[config.mk]
export PLATFORM = sky130hd
export DESIGN_NAME = clock_loop_ctrl
export DESIGN_NICKNAME = d
export VERILOG_FILES = /design/src/rtl/clock_loop_pkg.sv /design/src/rtl/pin_sync.sv /design/src/rtl/tick_divider.sv /design/src/rtl/clock_loop_ctrl.sv
export SDC_FILE = /design/constraint.sdc
export NUM_CORES = 1
export LEC_CHECK = 0
export BUFFER_PORTS_ARGS = -buffer_cell sky130_fd_sc_hd__buf_2
export CORE_MARGIN = 2
export CORE_UTILIZATION = 40
export DETAILED_ROUTE_END_ITERATION = 7
export PLACE_DENSITY = 0.61
export SLEW_MARGIN = 10
export SYNTH_ARGS = -nofsm -noshare
export SYNTH_HDL_FRONTEND = slang
export SYNTH_HIERARCHICAL = 1
export SYNTH_SLANG_ARGS = --single-unit
export TNS_END_PERCENT = 50
[constraint.sdc]
create_clock -name clk_i -period 5.1 [get_ports clk_i]
set_clock_uncertainty 0.05 [all_clocks]
set_input_delay 0 -clock clk_i [delete_from_list [all_inputs] [get_ports clk_i]]
set_output_delay 0 -clock clk_i [all_outputs]
set_load 0.01 [all_outputs]
[src/rtl/clock_loop_pkg.sv]
// Contract
// - The instruction rate is the selected oscillator tick rate divided by two.
// - In the multiplied clock mode the oscillator ticks are the multiplier output ticks.
// - The reference input is divided by the prescale ratio, the prescaler field plus two.
// - The multiplied clock is divided by the postscale ratio, two times the postscaler field plus one.
// - Multiplier output rate is reference rate times feedback ratio over both scale ratios.
// - The internal oscillator rate before postscaling is reference rate times feedback ratio over the prescale ratio.
package clock_loop_pkg;

    // ------------------------------------------------------------------
    // Register map
    // ------------------------------------------------------------------
    localparam int          ADR_W            = 8;
    localparam logic [7:0]  OFS_FEEDBACK     = 8'h00;
    localparam logic [7:0]  OFS_DISABLE      = 8'h04;
    localparam logic [7:0]  OFS_SCALER       = 8'h08;
    localparam logic [7:0]  OFS_STATUS       = 8'h0C;

    // ------------------------------------------------------------------
    // Field layouts and reset values
    // ------------------------------------------------------------------
    localparam int          FBD_W            = 9;
    localparam logic [8:0]  FBD_RESET        = 9'h030;
    localparam int          PRE_W            = 5;
    localparam int          PRE_LSB          = 0;
    localparam int          POST_W           = 2;
    localparam int          POST_LSB         = 6;
    localparam int          MODE_BIT         = 8;
    localparam logic [4:0]  PRE_RESET        = 5'h00;
    localparam logic [1:0]  POST_RESET       = 2'h0;
    localparam logic        MODE_RESET       = 1'b0;
    localparam int          DMA_BIT          = 4;
    localparam int          PTG_BIT          = 3;
    localparam logic        DISABLE_RESET    = 1'b0;
    localparam int          DMA_CHANNELS     = 4;

    // ------------------------------------------------------------------
    // Ratio widths, status layout, fixed counts
    // ------------------------------------------------------------------
    localparam int          M_W              = 10;
    localparam int          N1_W             = 6;
    localparam int          N2_W             = 4;
    localparam logic [1:0]  INSTR_DIVIDE     = 2'h2;
    localparam int          CREDIT_W         = 12;
    localparam int          ST_M_LSB         = 0;
    localparam int          ST_N1_LSB        = 10;
    localparam int          ST_N2_LSB        = 16;
    localparam int          ST_OVF_BIT       = 20;

    function automatic logic [M_W-1:0] loop_multiplier(input logic [FBD_W-1:0] code);
        return M_W'(code) + M_W'(2);
    endfunction

    function automatic logic [N1_W-1:0] prescale_ratio(input logic [PRE_W-1:0] code);
        return N1_W'(code) + N1_W'(2);
    endfunction

    function automatic logic [N2_W-1:0] postscale_ratio(input logic [POST_W-1:0] code);
        return N2_W'({code, 1'b0}) + N2_W'(2);
    endfunction

endpackage

[src/rtl/pin_sync.sv]
module pin_sync
(
    input  wire logic clk_i,
    input  wire logic rst_i,
    input  wire logic pin_i,
    output logic      level_o
);

    logic stage1;
    logic stage2;
    logic stage3;

    // The level moves only when the last two stages agree, so a glitch
    // caught by one stage never reaches the edge detector downstream.
    always_ff @(posedge clk_i)
    begin
        if (rst_i)
        begin
            stage1  <= 1'b0;
            stage2  <= 1'b0;
            stage3  <= 1'b0;
            level_o <= 1'b0;
        end
        else
        begin
            stage1 <= pin_i;
            stage2 <= stage1;
            stage3 <= stage2;
            if (stage2 == stage3)
                level_o <= stage3;
        end
    end

endmodule

[src/rtl/tick_divider.sv]
module tick_divider
#(
    parameter int W = 6
)
(
    input  wire logic         clk_i,
    input  wire logic         rst_i,
    input  wire logic         tick_i,
    input  wire logic [W-1:0] ratio_i,
    output logic              tick_o
);

    logic [W-1:0] count;
    wire  [W-1:0] count_plus = count + W'(1);
    wire          wrap       = count_plus >= ratio_i;

    // Comparing with >= lets a ratio lowered mid-count wrap at once
    // instead of running the counter round its full range.
    always_ff @(posedge clk_i)
    begin
        if (rst_i)
        begin
            count  <= '0;
            tick_o <= 1'b0;
        end
        else
        begin
            tick_o <= tick_i & wrap;
            if (tick_i)
                count <= wrap ? '0 : count_plus;
        end
    end

endmodule

[src/rtl/clock_loop_ctrl.sv]
// Added by the designer: the Wishbone slave port and the register addresses.
module clock_loop_ctrl
(
    input  wire logic                               clk_i,
    input  wire logic                               rst_i,
    input  wire logic                               cyc_i,
    input  wire logic                               stb_i,
    input  wire logic                               we_i,
    input  wire logic [clock_loop_pkg::ADR_W-1:0]   adr_i,
    input  wire logic [3:0]                         sel_i,
    input  wire logic [31:0]                        dat_i,
    output logic      [31:0]                        dat_o,
    output logic                                    ack_o,
    input  wire logic                               ref_pin_i,
    output logic                                    osc_tick_o,
    output logic                                    instr_tick_o,
    output logic                                    vco_tick_o,
    output logic      [clock_loop_pkg::DMA_CHANNELS-1:0] dma_disable_o,
    output logic                                    pattern_trigger_disable_o
);

    import clock_loop_pkg::*;

    // ------------------------------------------------------------------
    // Registers
    // ------------------------------------------------------------------
    // Power-on values come from the package, so the reset ratios are in
    // force before software writes anything.
    logic [FBD_W-1:0]    feedback_divisor_field;
    logic [PRE_W-1:0]    input_prescaler_field;
    logic [POST_W-1:0]   output_postscaler_field;
    logic                multiplied_mode;
    logic                dma_group_disable;
    logic                pattern_trigger_disable;
    logic                credit_overflow;
    logic [CREDIT_W-1:0] credits;

    // ------------------------------------------------------------------
    // Bus decode
    // ------------------------------------------------------------------
    // A request is taken only while no answer stands, so a master that
    // holds its strobe through the ack cycle is never served twice.
    // Unmapped offsets are acknowledged as well and read as zero, so a
    // stray access cannot hang the bus.
    wire req      = cyc_i & stb_i & ~ack_o;
    wire wr       = req & we_i;
    wire wr_lo    = wr & sel_i[0];
    wire wr_hi    = wr & sel_i[1];
    wire wr_b2    = wr & sel_i[2];
    wire hit_fbd  = adr_i == OFS_FEEDBACK;
    wire hit_dis  = adr_i == OFS_DISABLE;
    wire hit_scl  = adr_i == OFS_SCALER;
    wire hit_sts  = adr_i == OFS_STATUS;

    // ------------------------------------------------------------------
    // Ratios
    // ------------------------------------------------------------------
    // The ratios are formed once and shared by the dividers and the status
    // read-back, so software reads exactly what the hardware divides by.
    wire [M_W-1:0]  mult_ratio = loop_multiplier(feedback_divisor_field);
    wire [N1_W-1:0] pre_ratio  = prescale_ratio(input_prescaler_field);
    wire [N2_W-1:0] post_ratio = postscale_ratio(output_postscaler_field);

    // ------------------------------------------------------------------
    // Read data
    // ------------------------------------------------------------------
    // Every register except status sits in the low half-word, and status ends at bit 20;
    // the bits above them and all unimplemented positions are tied to zero here, so no
    // write path can ever make them read back as anything else.
    wire [31:0] rd_fbd = {23'h000000,
                          feedback_divisor_field};
    wire [31:0] rd_dis = {27'h0000000,
                          dma_group_disable,
                          pattern_trigger_disable,
                          3'h0};
    // Scaler control: prescaler in bits 4:0, bit 5 reserved, postscaler in
    // bits 7:6, clock mode in bit 8.
    wire [31:0] rd_scl = {23'h000000,
                          multiplied_mode,
                          output_postscaler_field,
                          1'b0,
                          input_prescaler_field};
    // Status: the three ratios as the dividers see them, then the sticky
    // overflow flag in bit 20, so software can check its arithmetic.
    wire [31:0] rd_sts = {11'h000,
                          credit_overflow,
                          post_ratio,
                          pre_ratio,
                          mult_ratio};
    wire [31:0] rd_mux = hit_fbd ? rd_fbd :
                         hit_dis ? rd_dis :
                         hit_scl ? rd_scl :
                         hit_sts ? rd_sts : 32'h00000000;

    // Read data is driven only in the ack cycle and is zero otherwise,
    // which lets a bus fabric merge several slaves with a plain OR.
    always_ff @(posedge clk_i)
    begin
        if (rst_i)
        begin
            ack_o <= 1'b0;
            dat_o <= 32'h00000000;
        end
        else
        begin
            ack_o <= req;
            dat_o <= req ? rd_mux : 32'h00000000;
        end
    end

    // ------------------------------------------------------------------
    // Register writes
    // ------------------------------------------------------------------
    // Each register changes only at the edge that takes the request, and
    // every byte lane gates its own field.
    always_ff @(posedge clk_i)
    begin
        if (rst_i)
        begin
            feedback_divisor_field <= FBD_RESET;
        end
        else if (hit_fbd)
        begin
            if (wr_lo)
            begin
                feedback_divisor_field[7:0] <= dat_i[7:0];
            end
            // Bit 8 sits in the second byte lane, so a write to the low
            // lane alone leaves the top of the divisor as it was.
            if (wr_hi)
            begin
                feedback_divisor_field[8] <= dat_i[8];
            end
        end
    end

    always_ff @(posedge clk_i)
    begin
        if (rst_i)
        begin
            dma_group_disable       <= DISABLE_RESET;
            pattern_trigger_disable <= DISABLE_RESET;
        end
        // Both disable bits are in the low byte lane; no other lane holds state.
        else if (hit_dis && wr_lo)
        begin
            dma_group_disable       <= dat_i[DMA_BIT];
            pattern_trigger_disable <= dat_i[PTG_BIT];
        end
    end

    always_ff @(posedge clk_i)
    begin
        if (rst_i)
        begin
            input_prescaler_field   <= PRE_RESET;
            output_postscaler_field <= POST_RESET;
            multiplied_mode         <= MODE_RESET;
        end
        else if (hit_scl)
        begin
            if (wr_lo)
            begin
                input_prescaler_field   <= dat_i[PRE_LSB +: PRE_W];
                output_postscaler_field <= dat_i[POST_LSB +: POST_W];
            end
            if (wr_hi)
            begin
                multiplied_mode <= dat_i[MODE_BIT];
            end
        end
    end

    // ------------------------------------------------------------------
    // Reference input and prescaler
    // ------------------------------------------------------------------
    logic ref_level;
    logic ref_level_q;
    logic ref_tick;
    logic pre_tick;

    // The reference is asynchronous to the system clock, so it passes the
    // three-stage filter before any of its edges is counted.
    pin_sync u_ref_sync
    (
        .clk_i   (clk_i),
        .rst_i   (rst_i),
        .pin_i   (ref_pin_i),
        .level_o (ref_level)
    );

    // The edge flop resets to the idle level of the pin, so the release
    // of reset never shows a false rising edge.
    always_ff @(posedge clk_i)
    begin
        if (rst_i)
        begin
            ref_level_q <= 1'b0;
            ref_tick    <= 1'b0;
        end
        else
        begin
            ref_level_q <= ref_level;
            ref_tick    <= ref_level & ~ref_level_q;
        end
    end

    // Only every prescale-ratio-th reference edge reaches the multiplier.
    tick_divider #(.W(N1_W)) u_prescaler
    (
        .clk_i   (clk_i),
        .rst_i   (rst_i),
        .tick_i  (ref_tick),
        .ratio_i (pre_ratio),
        .tick_o  (pre_tick)
    );

    // ------------------------------------------------------------------
    // Feedback multiplier
    // ------------------------------------------------------------------
    // Each prescaled reference tick grants mult_ratio oscillator ticks,
    // paid out one per clock. The oscillator tick rate is thus exactly
    // the reference rate times the feedback ratio over the prescale
    // ratio, as long as the product stays below the system clock rate.
    // Beyond that the credit store saturates and the overflow flag
    // tells software that the programmed ratio cannot be honoured.
    wire                credit_spend = credits != '0;
    wire [CREDIT_W-1:0] credit_after = credits - CREDIT_W'(credit_spend);
    wire [CREDIT_W:0]   credit_sum   = {1'b0, credit_after} + (CREDIT_W+1)'(mult_ratio);
    wire                credit_full  = pre_tick & credit_sum[CREDIT_W];
    // Status is read-only except bit 20, which a one in the third lane clears.
    wire                ovf_clear    = hit_sts & wr_b2 & dat_i[ST_OVF_BIT];
    wire [CREDIT_W-1:0] next_credits = ~pre_tick   ? credit_after :
                                       credit_full ? {CREDIT_W{1'b1}} :
                                                     credit_sum[CREDIT_W-1:0];

    always_ff @(posedge clk_i)
    begin
        if (rst_i)
        begin
            credits         <= '0;
            vco_tick_o      <= 1'b0;
            credit_overflow <= 1'b0;
        end
        else
        begin
            credits         <= next_credits;
            vco_tick_o      <= credit_spend;
            // Set wins over a clear in the same cycle, so no overflow is lost.
            credit_overflow <= credit_full |
                               (credit_overflow & ~ovf_clear);
        end
    end

    // ------------------------------------------------------------------
    // Postscaler, clock selection, instruction rate
    // ------------------------------------------------------------------
    logic pll_tick;

    // The postscaler counts internal oscillator ticks, not system clocks,
    // so its output rate follows the programmed ratio exactly.
    tick_divider #(.W(N2_W)) u_postscaler
    (
        .clk_i   (clk_i),
        .rst_i   (rst_i),
        .tick_i  (vco_tick_o),
        .ratio_i (post_ratio),
        .tick_o  (pll_tick)
    );

    // Registering the selected tick keeps the output straight from a flop
    // and costs the same one cycle of latency in both modes.
    wire next_osc_tick = multiplied_mode ? pll_tick : ref_tick;

    always_ff @(posedge clk_i)
    begin
        if (rst_i)
        begin
            osc_tick_o <= 1'b0;
        end
        else
        begin
            osc_tick_o <= next_osc_tick;
        end
    end

    // A two-count divider halves the oscillator ticks; the first
    // instruction tick follows the second oscillator tick.
    tick_divider #(.W(2)) u_instr_divider
    (
        .clk_i   (clk_i),
        .rst_i   (rst_i),
        .tick_i  (osc_tick_o),
        .ratio_i (INSTR_DIVIDE),
        .tick_o  (instr_tick_o)
    );

    // ------------------------------------------------------------------
    // Module gating
    // ------------------------------------------------------------------
    // One stored bit fans out to all four channels, so they never disagree.
    assign dma_disable_o             = {DMA_CHANNELS{dma_group_disable}};
    assign pattern_trigger_disable_o = pattern_trigger_disable;

endmodule

=== After elaboration in Yosys (flattened, before gate mapping) ===
Index checks and enable logic that the tools add are counted.

* Bits in registers: 88
* Output and inout bits: 41

* Magnitude comparators: 3
* Mux-type cells: 10
* Bitwise logic cells: 20
* Reductions and logical operators: 10
* $add $sub $neg: 8
* Equal/unequal tests: 4

{| class="wikitable"
|+ Operators with widths
! operator !! number
|-
| two-way mux 9 bit || 4
|-
| two-way mux 12 bit || 2
|-
| == test 8 x 4 -> 1 bit (second input constant) || 2
|-
| AND 1 bit || 14
|-
| adder 12 x 10 -> 13 bit || 1
|-
| nonzero test 12 bit || 1
|-
| subtractor 12 x 1 -> 12 bit || 1
|-
| adder 9 x 2 -> 10 bit (second input constant) || 1
|-
| == test 8 x 3 -> 1 bit (second input constant) || 1
|-
| logical NOT 8 bit || 1
|-
| AND reduction 2 bit || 4
|-
| adder 5 x 2 -> 6 bit (second input constant) || 1
|-
| adder 6 x 1 -> 6 bit (second input constant) || 1
|-
| >= comparator 6 bit || 1
|-
| two-way mux 6 bit || 1
|-
| OR reduction 6 bit || 1
|-
| NOT 1 bit || 5
|-
| OR reduction 5 bit || 1
|-
| adder 3 x 2 -> 4 bit (second input constant) || 1
|-
| adder 4 x 1 -> 4 bit (second input constant) || 1
|-
| >= comparator 4 bit || 1
|-
| two-way mux 4 bit || 1
|-
| adder 2 x 1 -> 2 bit (second input constant) || 1
|-
| >= comparator 2 bit (second input constant) || 1
|-
| 6 further kinds || 6
|}

=== Longest topological paths before layout ===
Gate-level depths: netlist of run 1.

* Word-level depth: 9
* Mapped depth: 16

=== Cells and area by module ===
The synthesis of run 1 kept the hierarchy.

{| class="wikitable"
|+ By module, submodules not included
! module !! area each (um^2) !! cells an instance !! instances !! seq. area each (um^2)
|-
| clock_loop_ctrl || 3136.8 || 346 || 1 || 1141.1
|-
| tick_divider (u_prescaler) || 485.5 || 56 || 1 || 140.1
|-
| tick_divider (u_postscaler) || 349.1 || 37 || 1 || 100.1
|-
| tick_divider (u_instr_divider) || 158.9 || 17 || 1 || 60.1
|-
| pin_sync || 112.6 || 10 || 1 || 80.1
|}

=== Worst setup path before layout of run 1 ===
Ideal clock, no wire load.

* Path type: flip-flop to flip-flop
* Start: reg credits[5]
* End: reg credits[2]
* Buffers on the path: 1
* Setup time: 138 ps
* Arrival: 3381 ps
* Stages on the path, launching flop included: 17
* Setup slack: 1531 ps
* Required time: 4912 ps
* Path through: dfxtp_1 or4_4 nor3_4 nand3_1 ha_1 ha_1 inv_1 or3_1 xnor2_1 ha_1 a21o_1 a21oi_1 nand2_1 a21oi_1 o21a_1 buf_6 a211oi_2

* Longest elaborated chain between the ends: 6

{| class="wikitable"
|+ Ends and longest elaborated chain
! item !! line !! text
|-
| start: declaration || clock_loop_ctrl.sv:36 || <nowiki>logic [CREDIT_W-1:0] credits;</nowiki>
|-
| start signal: assignment || clock_loop_ctrl.sv:247 || <nowiki>credits <= next_credits;</nowiki>
|-
| nonzero test 12 bit * || clock_loop_ctrl.sv:227 || <nowiki>wire credit_spend = credits != '0;</nowiki>
|-
| named net credit_spend || clock_loop_ctrl.sv:227 ||
|-
| subtractor 12 x 1 -> 12 bit * || clock_loop_ctrl.sv:228 || <nowiki>wire [CREDIT_W-1:0] credit_after = credits - CREDIT_W'(credit_spend);</nowiki>
|-
| adder 12 x 10 -> 13 bit || clock_loop_ctrl.sv:229 || <nowiki>wire [CREDIT_W:0] credit_sum = {1'b0, credit_after} + (CREDIT_W+1)'(mult_ratio);</nowiki>
|-
| AND 1 bit || clock_loop_ctrl.sv:230 || <nowiki>wire credit_full = pre_tick & credit_sum[CREDIT_W];</nowiki>
|-
| two-way mux 12 bit || clock_loop_ctrl.sv:234 || <nowiki>credit_full ? {CREDIT_W{1'b1}} :</nowiki>
|-
| two-way mux 12 bit * || clock_loop_ctrl.sv:233 || <nowiki>wire [CREDIT_W-1:0] next_credits = ~pre_tick ? credit_after :</nowiki>
|}

The timed path passes the listed nets; every way through them passes the cells marked *.
A chain may end at the register's enable or synchronous reset.

=== Worst setup path in the final report of run 1 ===
* Start: reg credits[5]
* End: reg credits[9]

The elaborated chain is that of the path after synthesis.

==> flow_summary.yaml, run 1 <==
status:
  status: "complete, no violations"
logic_synthesis:
  ys.flop_type: "dfxtp_1"
  ys_warn_count: 6
  synth_cell_type_count: 60
  synth_commonest_cells: "dfxtp_1 (76), nor2_1 (58), ha_1 (29), nand2_1 (28)"
  netlist.top_cell.by_area: "dfxtp_1"
  syn_area_per_cell_sq_um: 9.10
  synth_top_area_share: 0.359
  ys_seq_elements: 76
  ys_async_sr_fraction: 0
  synth-edff-count: 0
  synthesis.instances: 466
  syn_area_sq_um: 4240
  netlist_top_cells_area: "dfxtp_1 (36%), ha_1 (8.6%), mux2i_1 (5.2%)"
  yosysMostFrequentCell: "dfxtp_1"
  yosysSeqAreaShare: 0.359
power_and_ir_drop:
  irDropWorstVdd_mv: 0.169
  powerDensity_nw_per_um2: 429
  leakage_uw: 0.00214
worst_setup_path:
  endpoint_kind: "flip-flop"
  worstPathMaxFanout: 10
  cpPeakStageDelay_ps: 560
  path_cells: "or4_4, nor3_4, nand3_1, ha_1, ha_1, inv_1, or3_1, xnor2_1, ha_1, a21o_1, a21oi_1, nand2_1, a21oi_1, o21a_1, a211oi_2"
  cp_slowest_cell: "or4_4"
  cp.arrival_ps: 4470
  cpMostUsedCell: "ha_1"
  critPathKind: "flip-flop to flip-flop"
  worstPathRequired_ps: 5270
  startpoint_type: "flip-flop"
clock_tree:
  numCtsBuffers: 9
  htreeDepth: 3
  clk_pin_slew_ps: 90
  clock-sinks: 76
  clk_latency_ps: 360
  cts_tree: "done"
  clk_path_buf_depth: 2
  cts_root_buffer: "clkbuf_8"
  post_cts_resized: 0
global_routing:
  grt_max_degree: 56
  grt_pass1_wl_um: 15300
  antenna_found_initial: 0
  grt_pass1_vias: 3141
  grt_overflow_total: 0
  grt_usage: 0.172
cells_and_area:
  multi_input_area_sq_um: 2480
  postLayoutCellArea_sq_um: 4920
  utilization: 0.477
  final_layout_size_suffix_gt1_frac: 0.183
  diodes: 0
  fillers: 1013
  syn_to_final_growth_pct: 16.0
  nets: 615
  seq_area_sq_um: 1520
placement:
  dp_hpwl_um: 7020
  placed_cell_area_sq_um: 4560
  portBuffers: 55
  pre_cts_slack_ps: 846
  place_congestion: 0.847
floorplan:
  rows: 37
  ioPinCount: 91
  die_w_um: 107
  core_sq_um: 10300
  start_util: 0.411
  dieArea_sq_um: 11400
  die_y_um: 107
route:
  ant_nets: 0
  wl_um: 9420
  drt_iter0_drc: 261
  viasPerCell: 5.01
  wire_per_inst_um: 13.9
  drc: 0
  vias: 3388
  firstDrtPassIters: 5
worst_hold_path:
  worstHoldPathType: "input port to flip-flop"
timing:
  fin_crit_ps: 4310
  period_share: 0.844
  worst_slack_ps: 795
  setup_viol: 0
  hold_violations: 0
  fin_tns_setup_ps: 0
  slew_viol_final: 0
  rsz0062_at_grt: "false"
  max_slew_margin: 0.486
  worst_pin_slew_ps: 767
  timing.fmax_mhz: 232
job:
  cap_violations: 0
==> routing by layer <==
| layer | part of all wire | track usage | vias to the layer above |
|---|---|---|---|
| li1 | - | - | 1714 |
| met1 | 0.46 | 0.222 | 1587 |
| met2 | 0.48 | 0.285 | 74 |
| met3 | 0.048 | 0.0322 | 13 |
| met4 | 0.014 | 0.0622 | 0 |
| met5 | 0 | 0 | - |
==> worst max-delay path: cells and delay by family, from the launching register on <==
kind / cells / cell delay [ps]
AND/OR/NAND/NOR: 5 / 1180
flip-flops: 1 / 330
adder cells (fa/ha/maj): 3 / 840
XOR/XNOR: 1 / 170
buffers and inverters: 1 / 90
AO/OA/AOI/OAI: 5 / 1500
==> timing repair <==
item / 4_1_cts / 5_1_grt
setup buffers: 0 / 0
endpoints found under the hold margin: 23 / 0
hold buffers: 14 / 0
==> area by class of cell <==
class / instances / area share
Inverter: 27 / 0.0206
Multi-Input combinational cell: 351 / 0.504
Timing Repair Buffer: 70 / 0.0859
Tap cell: 136 / 0.0346
Clock buffer: 9 / 0.0252
Clock inverter: 7 / 0.0203
Sequential cell: 76 / 0.309
==> sequential cells by signal, indices dropped and copies added (netlist names), 2 cells and up <==
| name | cells |
|---|---|
| u_instr_divider/count | 2 |
| u_postscaler/count | 4 |
| feedback_divisor_field | 9 |
| output_postscaler_field | 2 |
| u_prescaler/count | 6 |
| dat_o | 20 |
| credits | 12 |
| input_prescaler_field | 5 |
==> metrics by stage <==
stage	cells	hold slack (ps)	total power [uW]
final	676	81.3	2110
after global routing	676	101	2260
after CTS	676	72.2	2120
after detailed placement	646	163	1580
after global placement	646	160	1570
after floorplan	479	19.1	1430
==> cell usage in the layout (no fill, tap or decap), drive strengths merged, types with 2 or more instances in the layout <==
master and n:
nand2 28, a2111oi 2, nor4 5, and2 8, nand3b 4, nand4 4
clkbuf 9, dfxtp 76, o21a 5, a21o 4, and3 8, a211oi 8
o2111ai 6, o211ai 2, a221oi 2, conb 15, inv 28, bufinv 2
dlygate4sd3 14, o22ai 3, mux2i 23, or3 2, clkinvlp 3, buf 56
a21oi 27, nor2b 14, o21ai 13, nor2 59, xnor2 14, nand2b 9
nand3 10, ha 29, nor3 8, a211o 2, a31oi 3, xor2 23
==> cells by family (layout without fill, tap and decap cells) <==
group | after synthesis | after routing | share of synthesized area
mux | 24 | 24 | 0.0605
flops | 76 | 76 | 0.359
fa+ha+maj | 30 | 30 | 0.0902
xor+xnor | 37 | 37 | 0.0764
compound gates | 81 | 81 | 0.142
simple gates | 164 | 164 | 0.202
other cells | 2 | 15 | 0.00177
buf+inv | 52 | 113 | 0.0678
==> worst paths after layout <==
check	slack (ps)	startpoint	to	depth (start not counted)
setup / recovery	790	credits[5]	credits[9]	15
hold / removal	80	sel_i[2]	credit_overflow	5
setup reg to reg	790	credits[5]	credits[9]	15
hold reg to reg	340	ref_level_q	ref_tick	1
==> power by group <==
group | internal (uW) | switching, uW | leakage (uW)
Clock | 278 | 241 | 0.000102
Sequential | 639 | 50.4 | 0.000616
Combinational | 392 | 511 | 0.00143
No activity file was read; power rests on OpenSTA's default activity.
==> run 2, diff against run 1 <==
ABC_AREA = 1   (was default)
PLACE_DENSITY = 0.63   (was 0.61)
clock period = 3.9 ns   (was 5.1 ns; I/O delays follow)
==> flow_summary.yaml, run 2 <==
cells_and_area:
  top_regs: "dat_o x20, credits x12, feedback_divisor_field x9"
  syn_to_final_growth_pct: 15.5
  nets: 741
  final_cells: 806
  diodes: 0
  layout_commonest_cell: "nand2_1"
  top_register: "dat_o"
  largest_reg_flops: 20
  final_cell_mix: "nand2_1 (117), inv_1 (88), dfxtp_1 (76)"
  final_layout_size_suffix_gt1_frac: 0.180
  postLayoutCellArea_sq_um: 5020
route:
  ant_nets: 0
  drc: 0
  wire_per_inst_um: 12.3
  firstDrtPassIters: 5
  wl_um: 9940
  vias: 3887
  drt_iter0_drc: 176
  viasPerCell: 4.82
logic_synthesis:
  synth_commonest_cells: "nand2_1 (117), inv_1 (88), dfxtp_1 (76), nor2_1 (57), a21oi_1 (36)"
  synth_cell_type_count: 44
  netlist_top_cells_area: "dfxtp_1 (35%), nand2_1 (10%), ha_1 (8.4%)"
  synthesis.instances: 594
  syn_area_sq_um: 4340
  ys_seq_elements: 76
  ys_warn_count: 6
  synth_top_area_share: 0.350
  netlist.top_cell.by_area: "dfxtp_1"
  ys_async_sr_fraction: 0
  yosysMostFrequentCell: "nand2_1"
  synth-edff-count: 0
  ys.flop_type: "dfxtp_1"
  yosysSeqAreaShare: 0.350
  syn_area_per_cell_sq_um: 7.31
timing:
  period_share: 0.880
  slew_viol_final: 0
  rsz0062_at_grt: "false"
  fin_tns_setup_ps: 0
  max_slew_margin: 0.464
  fin_crit_ps: 3430
  fin_hold_ws_ps: 40.7
  setup_viol: 0
  worst_pin_slew_ps: 804
  hold_violations: 0
  timing.fmax_mhz: 291
clock_tree:
  clk_path_buf_depth: 2
  clk_latency_ps: 350
  cts_tree: "done"
  holdBufCountCts: 13
  post_cts_resized: 0
  cts_root_buffer: "clkbuf_8"
  htreeDepth: 3
  clock-sinks: 76
  post_cts_buffers: 0
  clk_pin_slew_ps: 80
  numCtsBuffers: 9
placement:
  dp_hpwl_um: 7480
  portBuffers: 55
  place_congestion: 0.843
  placed_cell_area_sq_um: 4670
  dpl.cell_count: 777
worst_setup_path:
  endpoint_kind: "flip-flop"
  startpoint_type: "flip-flop"
  worstPathRequired_ps: 4130
  crit_start: "credits[7]"
  r2r_start: "credits[7]"
  path_cells: "nor2_1, nand2_1, nor4_1, nand2_1, ha_1, inv_2, nor2_4, inv_2, nor3_1, xnor2_1, inv_1, ha_1, inv_2, o21bai_1, nand3_1, nand3_2, nand2_1, nand2_1, nand2_1, inv_2, nand2_2, nand2_1, nor2_1, nor2_1"
  cpPeakStageDelay_ps: 360
  cp_slowest_cell: "ha_1"
  cp.arrival_ps: 3660
  worstPathMaxFanout: 12
  critPathKind: "flip-flop to flip-flop"
  cpMostUsedCell: "nand2_1"
global_routing:
  grt_overflow_total: 0
  grt_pass1_wl_um: 16500
  grt_usage: 0.178
  grt_max_degree: 35
  grt_pass1_vias: 3654
  antenna_found_initial: 0
floorplan:
  rows: 38
  dieArea_sq_um: 11700
  ioPinCount: 91
  start_util: 0.406
  die_y_um: 108
  core_sq_um: 10700
  die_w_um: 108
power_and_ir_drop:
  irDropWorstVdd_mv: 0.387
  leakage_uw: 0.00244
  power_uw: 2860
  powerDensity_nw_per_um2: 569
status:
  status: "complete, no violations"
worst_hold_path:
  worstHoldPathType: "input port to flip-flop"
  hp-start: "we_i"
job:
  cap_violations: 0
[run 2: cell families (layout without fill, tap and decap cells)]
family	count (synthesis)	after routing	synth area share
and+or+nand+nor	244	244	0.252
DFF	76	76	0.350
xor gates and xnor gates	22	22	0.0461
adders and majority gates	30	30	0.0882
muxes	1	1	0.00231
AOI/OAI and AO/OA	90	90	0.130
buffers and inverters	129	188	0.129
other	2	15	0.00173
[run 2: path summary, 6_finish.rpt]
path | depth (start not counted) | end | slack (ps)
setup reg to reg | 24 | credits[11] | 470
hold / removal | 5 | feedback_divisor_field[8] | 40
setup / recovery | 24 | credits[11] | 470
hold reg to reg | 1 | ref_tick | 350
[run 2: power breakdown]
part           switching [uW]  leakage, uW  internal, uW  total [uW]
sequential               64.6     0.000616           848         912
combinational             772      0.00172           517        1290
clock                     294     0.000102           360         654
[run 2: metrics by stage]
| step | setup slack (ps) | util |
|---|---|---|
| global route | 183 | 0.469 |
| detailed placement | 536 | 0.436 |
| finish | 467 | 0.469 |
| CTS | 514 | 0.469 |
| floorplan | 1080 | - |
| global placement | 586 | 0.436 |
[run 2: metal layers]
metal / vias up / GRT usage / wire [um]
li1: 1998 / - / -
met1: 1788 / 0.212 / 4520
met2: 80 / 0.322 / 4870
met3: 21 / 0.0307 / 346
met4: 0 / 0.0632 / 199
met5: - / 0 / 0
[run 2: cell type report]
type / instances / area [sq um]
clock buffer: 10 / 128
multi-input combinational: 402 / 2310
fill: 1066 / 5680
inverter: 104 / 390
tap: 140 / 175
clock inverter: 6 / 88.8
sequential: 76 / 1520
timing repair buffer: 68 / 405
[run 2: worst max-delay path: cells and delay by family, from the launching register on]
kind	cells	cell delay [ps]
XOR/XNOR	1	140
flip-flops	1	340
buffers and inverters	5	360
AO/OA/AOI/OAI	1	240
adder cells (fa/ha/maj)	2	590
AND/OR/NAND/NOR	15	1640
==> run 3, diff against run 2 <==
SYNTH_HIERARCHICAL = default   (was 1)
==> flow_summary.yaml, run 3 <==
logic_synthesis:
  syn_area_sq_um: 4170
  synth_top_area_share: 0.365
  ys_warn_count: 0
  netlist_top_cells_area: "dfxtp_1 (37%), ha_1 (8.1%), nand2_1 (7.3%)"
  synth_cell_type_count: 41
  synth_commonest_cells: "nand2_1 (81), dfxtp_1 (76), inv_1 (72), nor2_1 (56), a21oi_1 (43)"
  yosysMostFrequentCell: "nand2_1"
  syn_area_per_cell_sq_um: 7.72
  ys.flop_type: "dfxtp_1"
  synth-edff-count: 0
  ys_async_sr_fraction: 0
  synthesis.instances: 540
  netlist.top_cell.by_area: "dfxtp_1"
  yosysSeqAreaShare: 0.365
  ys_seq_elements: 76
clock_tree:
  clock-sinks: 76
  numCtsBuffers: 9
  htreeDepth: 3
  cts_tree: "done"
  clk_pin_slew_ps: 80
  post_cts_buffers: 0
  cts_root_buffer: "clkbuf_8"
  clk_path_buf_depth: 2
  clk_latency_ps: 340
power_and_ir_drop:
  power_uw: 2750
  swShare: 0.393
  leakage_uw: 0.00226
  pwr-share-seq: 0.326
  power_switching_uw: 1080
  intPower_uw: 1670
  combPwrFrac: 0.437
  powerDensity_nw_per_um2: 569
  power.share.clock: 0.237
  irDropWorstVdd_mv: 0.253
worst_hold_path:
  worstHoldPathType: "input port to flip-flop"
  hp-start: "rst_i"
  hold-path-cell-count: 2
  hold_end: "u_ref_sync.stage2"
cells_and_area:
  top_register: "dat_o"
  top_regs: "dat_o x20, credits x12, feedback_divisor_field x9"
  final_cells: 745
  largest_reg_flops: 20
  seq_area_sq_um: 1520
  nets: 682
  fillers: 1045
  layout_commonest_cell: "nand2_1"
  multi_input_area_sq_um: 2210
  postLayoutCellArea_sq_um: 4830
  final_cell_mix: "nand2_1 (81), dfxtp_1 (76), inv_1 (72)"
  syn_to_final_growth_pct: 16.0
  diodes: 0
  final_layout_size_suffix_gt1_frac: 0.184
global_routing:
  grt_max_degree: 33
  grt_overflow_total: 0
  grt_usage: 0.179
  antenna_found_initial: 0
  grt_pass1_vias: 3530
  grt_pass1_wl_um: 16300
worst_setup_path:
  reg2regPathDepth: 18
  r2r_start: "credits[8]"
  worstPathRequired_ps: 4120
  regToRegSetupSlack_ps: 510
  cp.arrival_ps: 3610
  endpoint_kind: "flip-flop"
  critPathKind: "flip-flop to flip-flop"
  r2r-end: "credits[11]"
  worstPathMaxFanout: 12
  startpoint_type: "flip-flop"
floorplan:
  ioPinCount: 91
  die_w_um: 106
  core_sq_um: 10200
  die_y_um: 106
  start_util: 0.407
  rows: 37
  dieArea_sq_um: 11200
placement:
  portBuffers: 55
  place_congestion: 0.855
  dpl.cell_count: 717
  dp_hpwl_um: 7290
  placed_cell_area_sq_um: 4490
timing:
  period_share: 0.868
  rsz0062_at_grt: "false"
  timing.fmax_mhz: 295
  slew_viol_final: 0
  fin_crit_ps: 3390
  setup_viol: 0
  fin_tns_setup_ps: 0
  hold_violations: 0
route:
  viasPerCell: 4.89
  drt_iter0_drc: 116
  wl_um: 9470
  wire_per_inst_um: 12.7
  firstDrtPassIters: 5
  ant_nets: 0
  vias: 3644
  drc: 0
status:
  status: "complete, no violations"
job:
  cap_violations: 0
==> run 3: changes by cell type in the layout (fill, tap and decap cells not counted), moves of 4 or more <==
cell	change
inv_2	-7
o21ai_1	+10
a21oi_1	+7
o21bai_1	-4
xor2_1	+7
o21ai_0	+4
inv_1	-16
nand3_1	-17
nand2_1	-36
==> run 3: power groups by stage <==
stage,clock (uW),sequential (uW),combinational [uW]
3_3_place_gp,0,914,1140
4_1_cts,666,897,1190
6_report,651,897,1200
3_5_place_dp,0,914,1180
2_1_floorplan,0,904,975
5_1_grt,698,905,1360
==> run 3: kinds of logic after synthesis <==
kind of cell	Yosys count	synth area share
other	1	0.000900
and+or+nand+nor	189	0.214
buffers and inverters	108	0.116
xor gates and xnor gates	29	0.0610
AOI/OAI and AO/OA	109	0.157
adders and majority gates	28	0.0859
DFF	76	0.365
==> run 3: repair_timing <==
action | in CTS | in global routing
setup endpoints to repair | 0 | 1
gates resized for setup | 0 | 1
hold buffers | 12 | 0
endpoints found under the hold margin | 19 | 0
==> run 3: per-layer routing <==
| layer | up-vias | track usage | wire (um) |
|---|---|---|---|
| met1 | 1675 | 0.227 | 4290 |
| met4 | 0 | 0.0667 | 206 |
| met2 | 85 | 0.304 | 4510 |
| li1 | 1864 | - | - |
| met3 | 20 | 0.0300 | 460 |
| met5 | - | 0 | 0 |
==> run 3: final cells by class <==
cell class                      instances  share of cell area
Multi-Input combinational cell        367               0.457
Timing Repair Buffer                   69              0.0849
Clock inverter                          6              0.0181
Inverter                               81              0.0632
Clock buffer                           10              0.0264
Tap cell                              136              0.0352
Sequential cell                        76               0.315
==> run 3: how the worst max path moves through the flow <==
stage                     from           to  slack, ps  cells after the start
detailed placement  credits[8]  credits[11]        410                     18
global placement    credits[9]  credits[11]        490                     18
finish              credits[8]  credits[11]        510                     18
floorplan           credits[8]   credits[1]       1050                     17
CTS                 credits[8]  credits[11]        390                     18
global route        credits[8]  credits[11]        150                     18
==> run 3: stage by stage <==
stage | hold slack [ps] | util | setup slack, ps
floorplan | 32.4 | - | 1050
global placement | 149 | 0.439 | 492
detailed placement | 177 | 0.439 | 408
CTS | 17.6 | 0.472 | 394
global route | 60.6 | 0.472 | 151
finish | 34.9 | 0.472 | 513
==> run 3: worst max-delay path: stages, from the launching register on <==
cell and delay [ps]:
dfxtp_1 340, nor2_2 140, inv_1 80, nor3_1 320, nand2_1 100, ha_1 220, ha_1 260, nand3_4 140
nor2_1 60, xor2_1 160, ha_1 380, nand2_1 90, nor2_1 140, nand2_1 80, o21ai_2 230, nand3_4 270
nand2_1 140, nor2_1 50, nor2_1 70
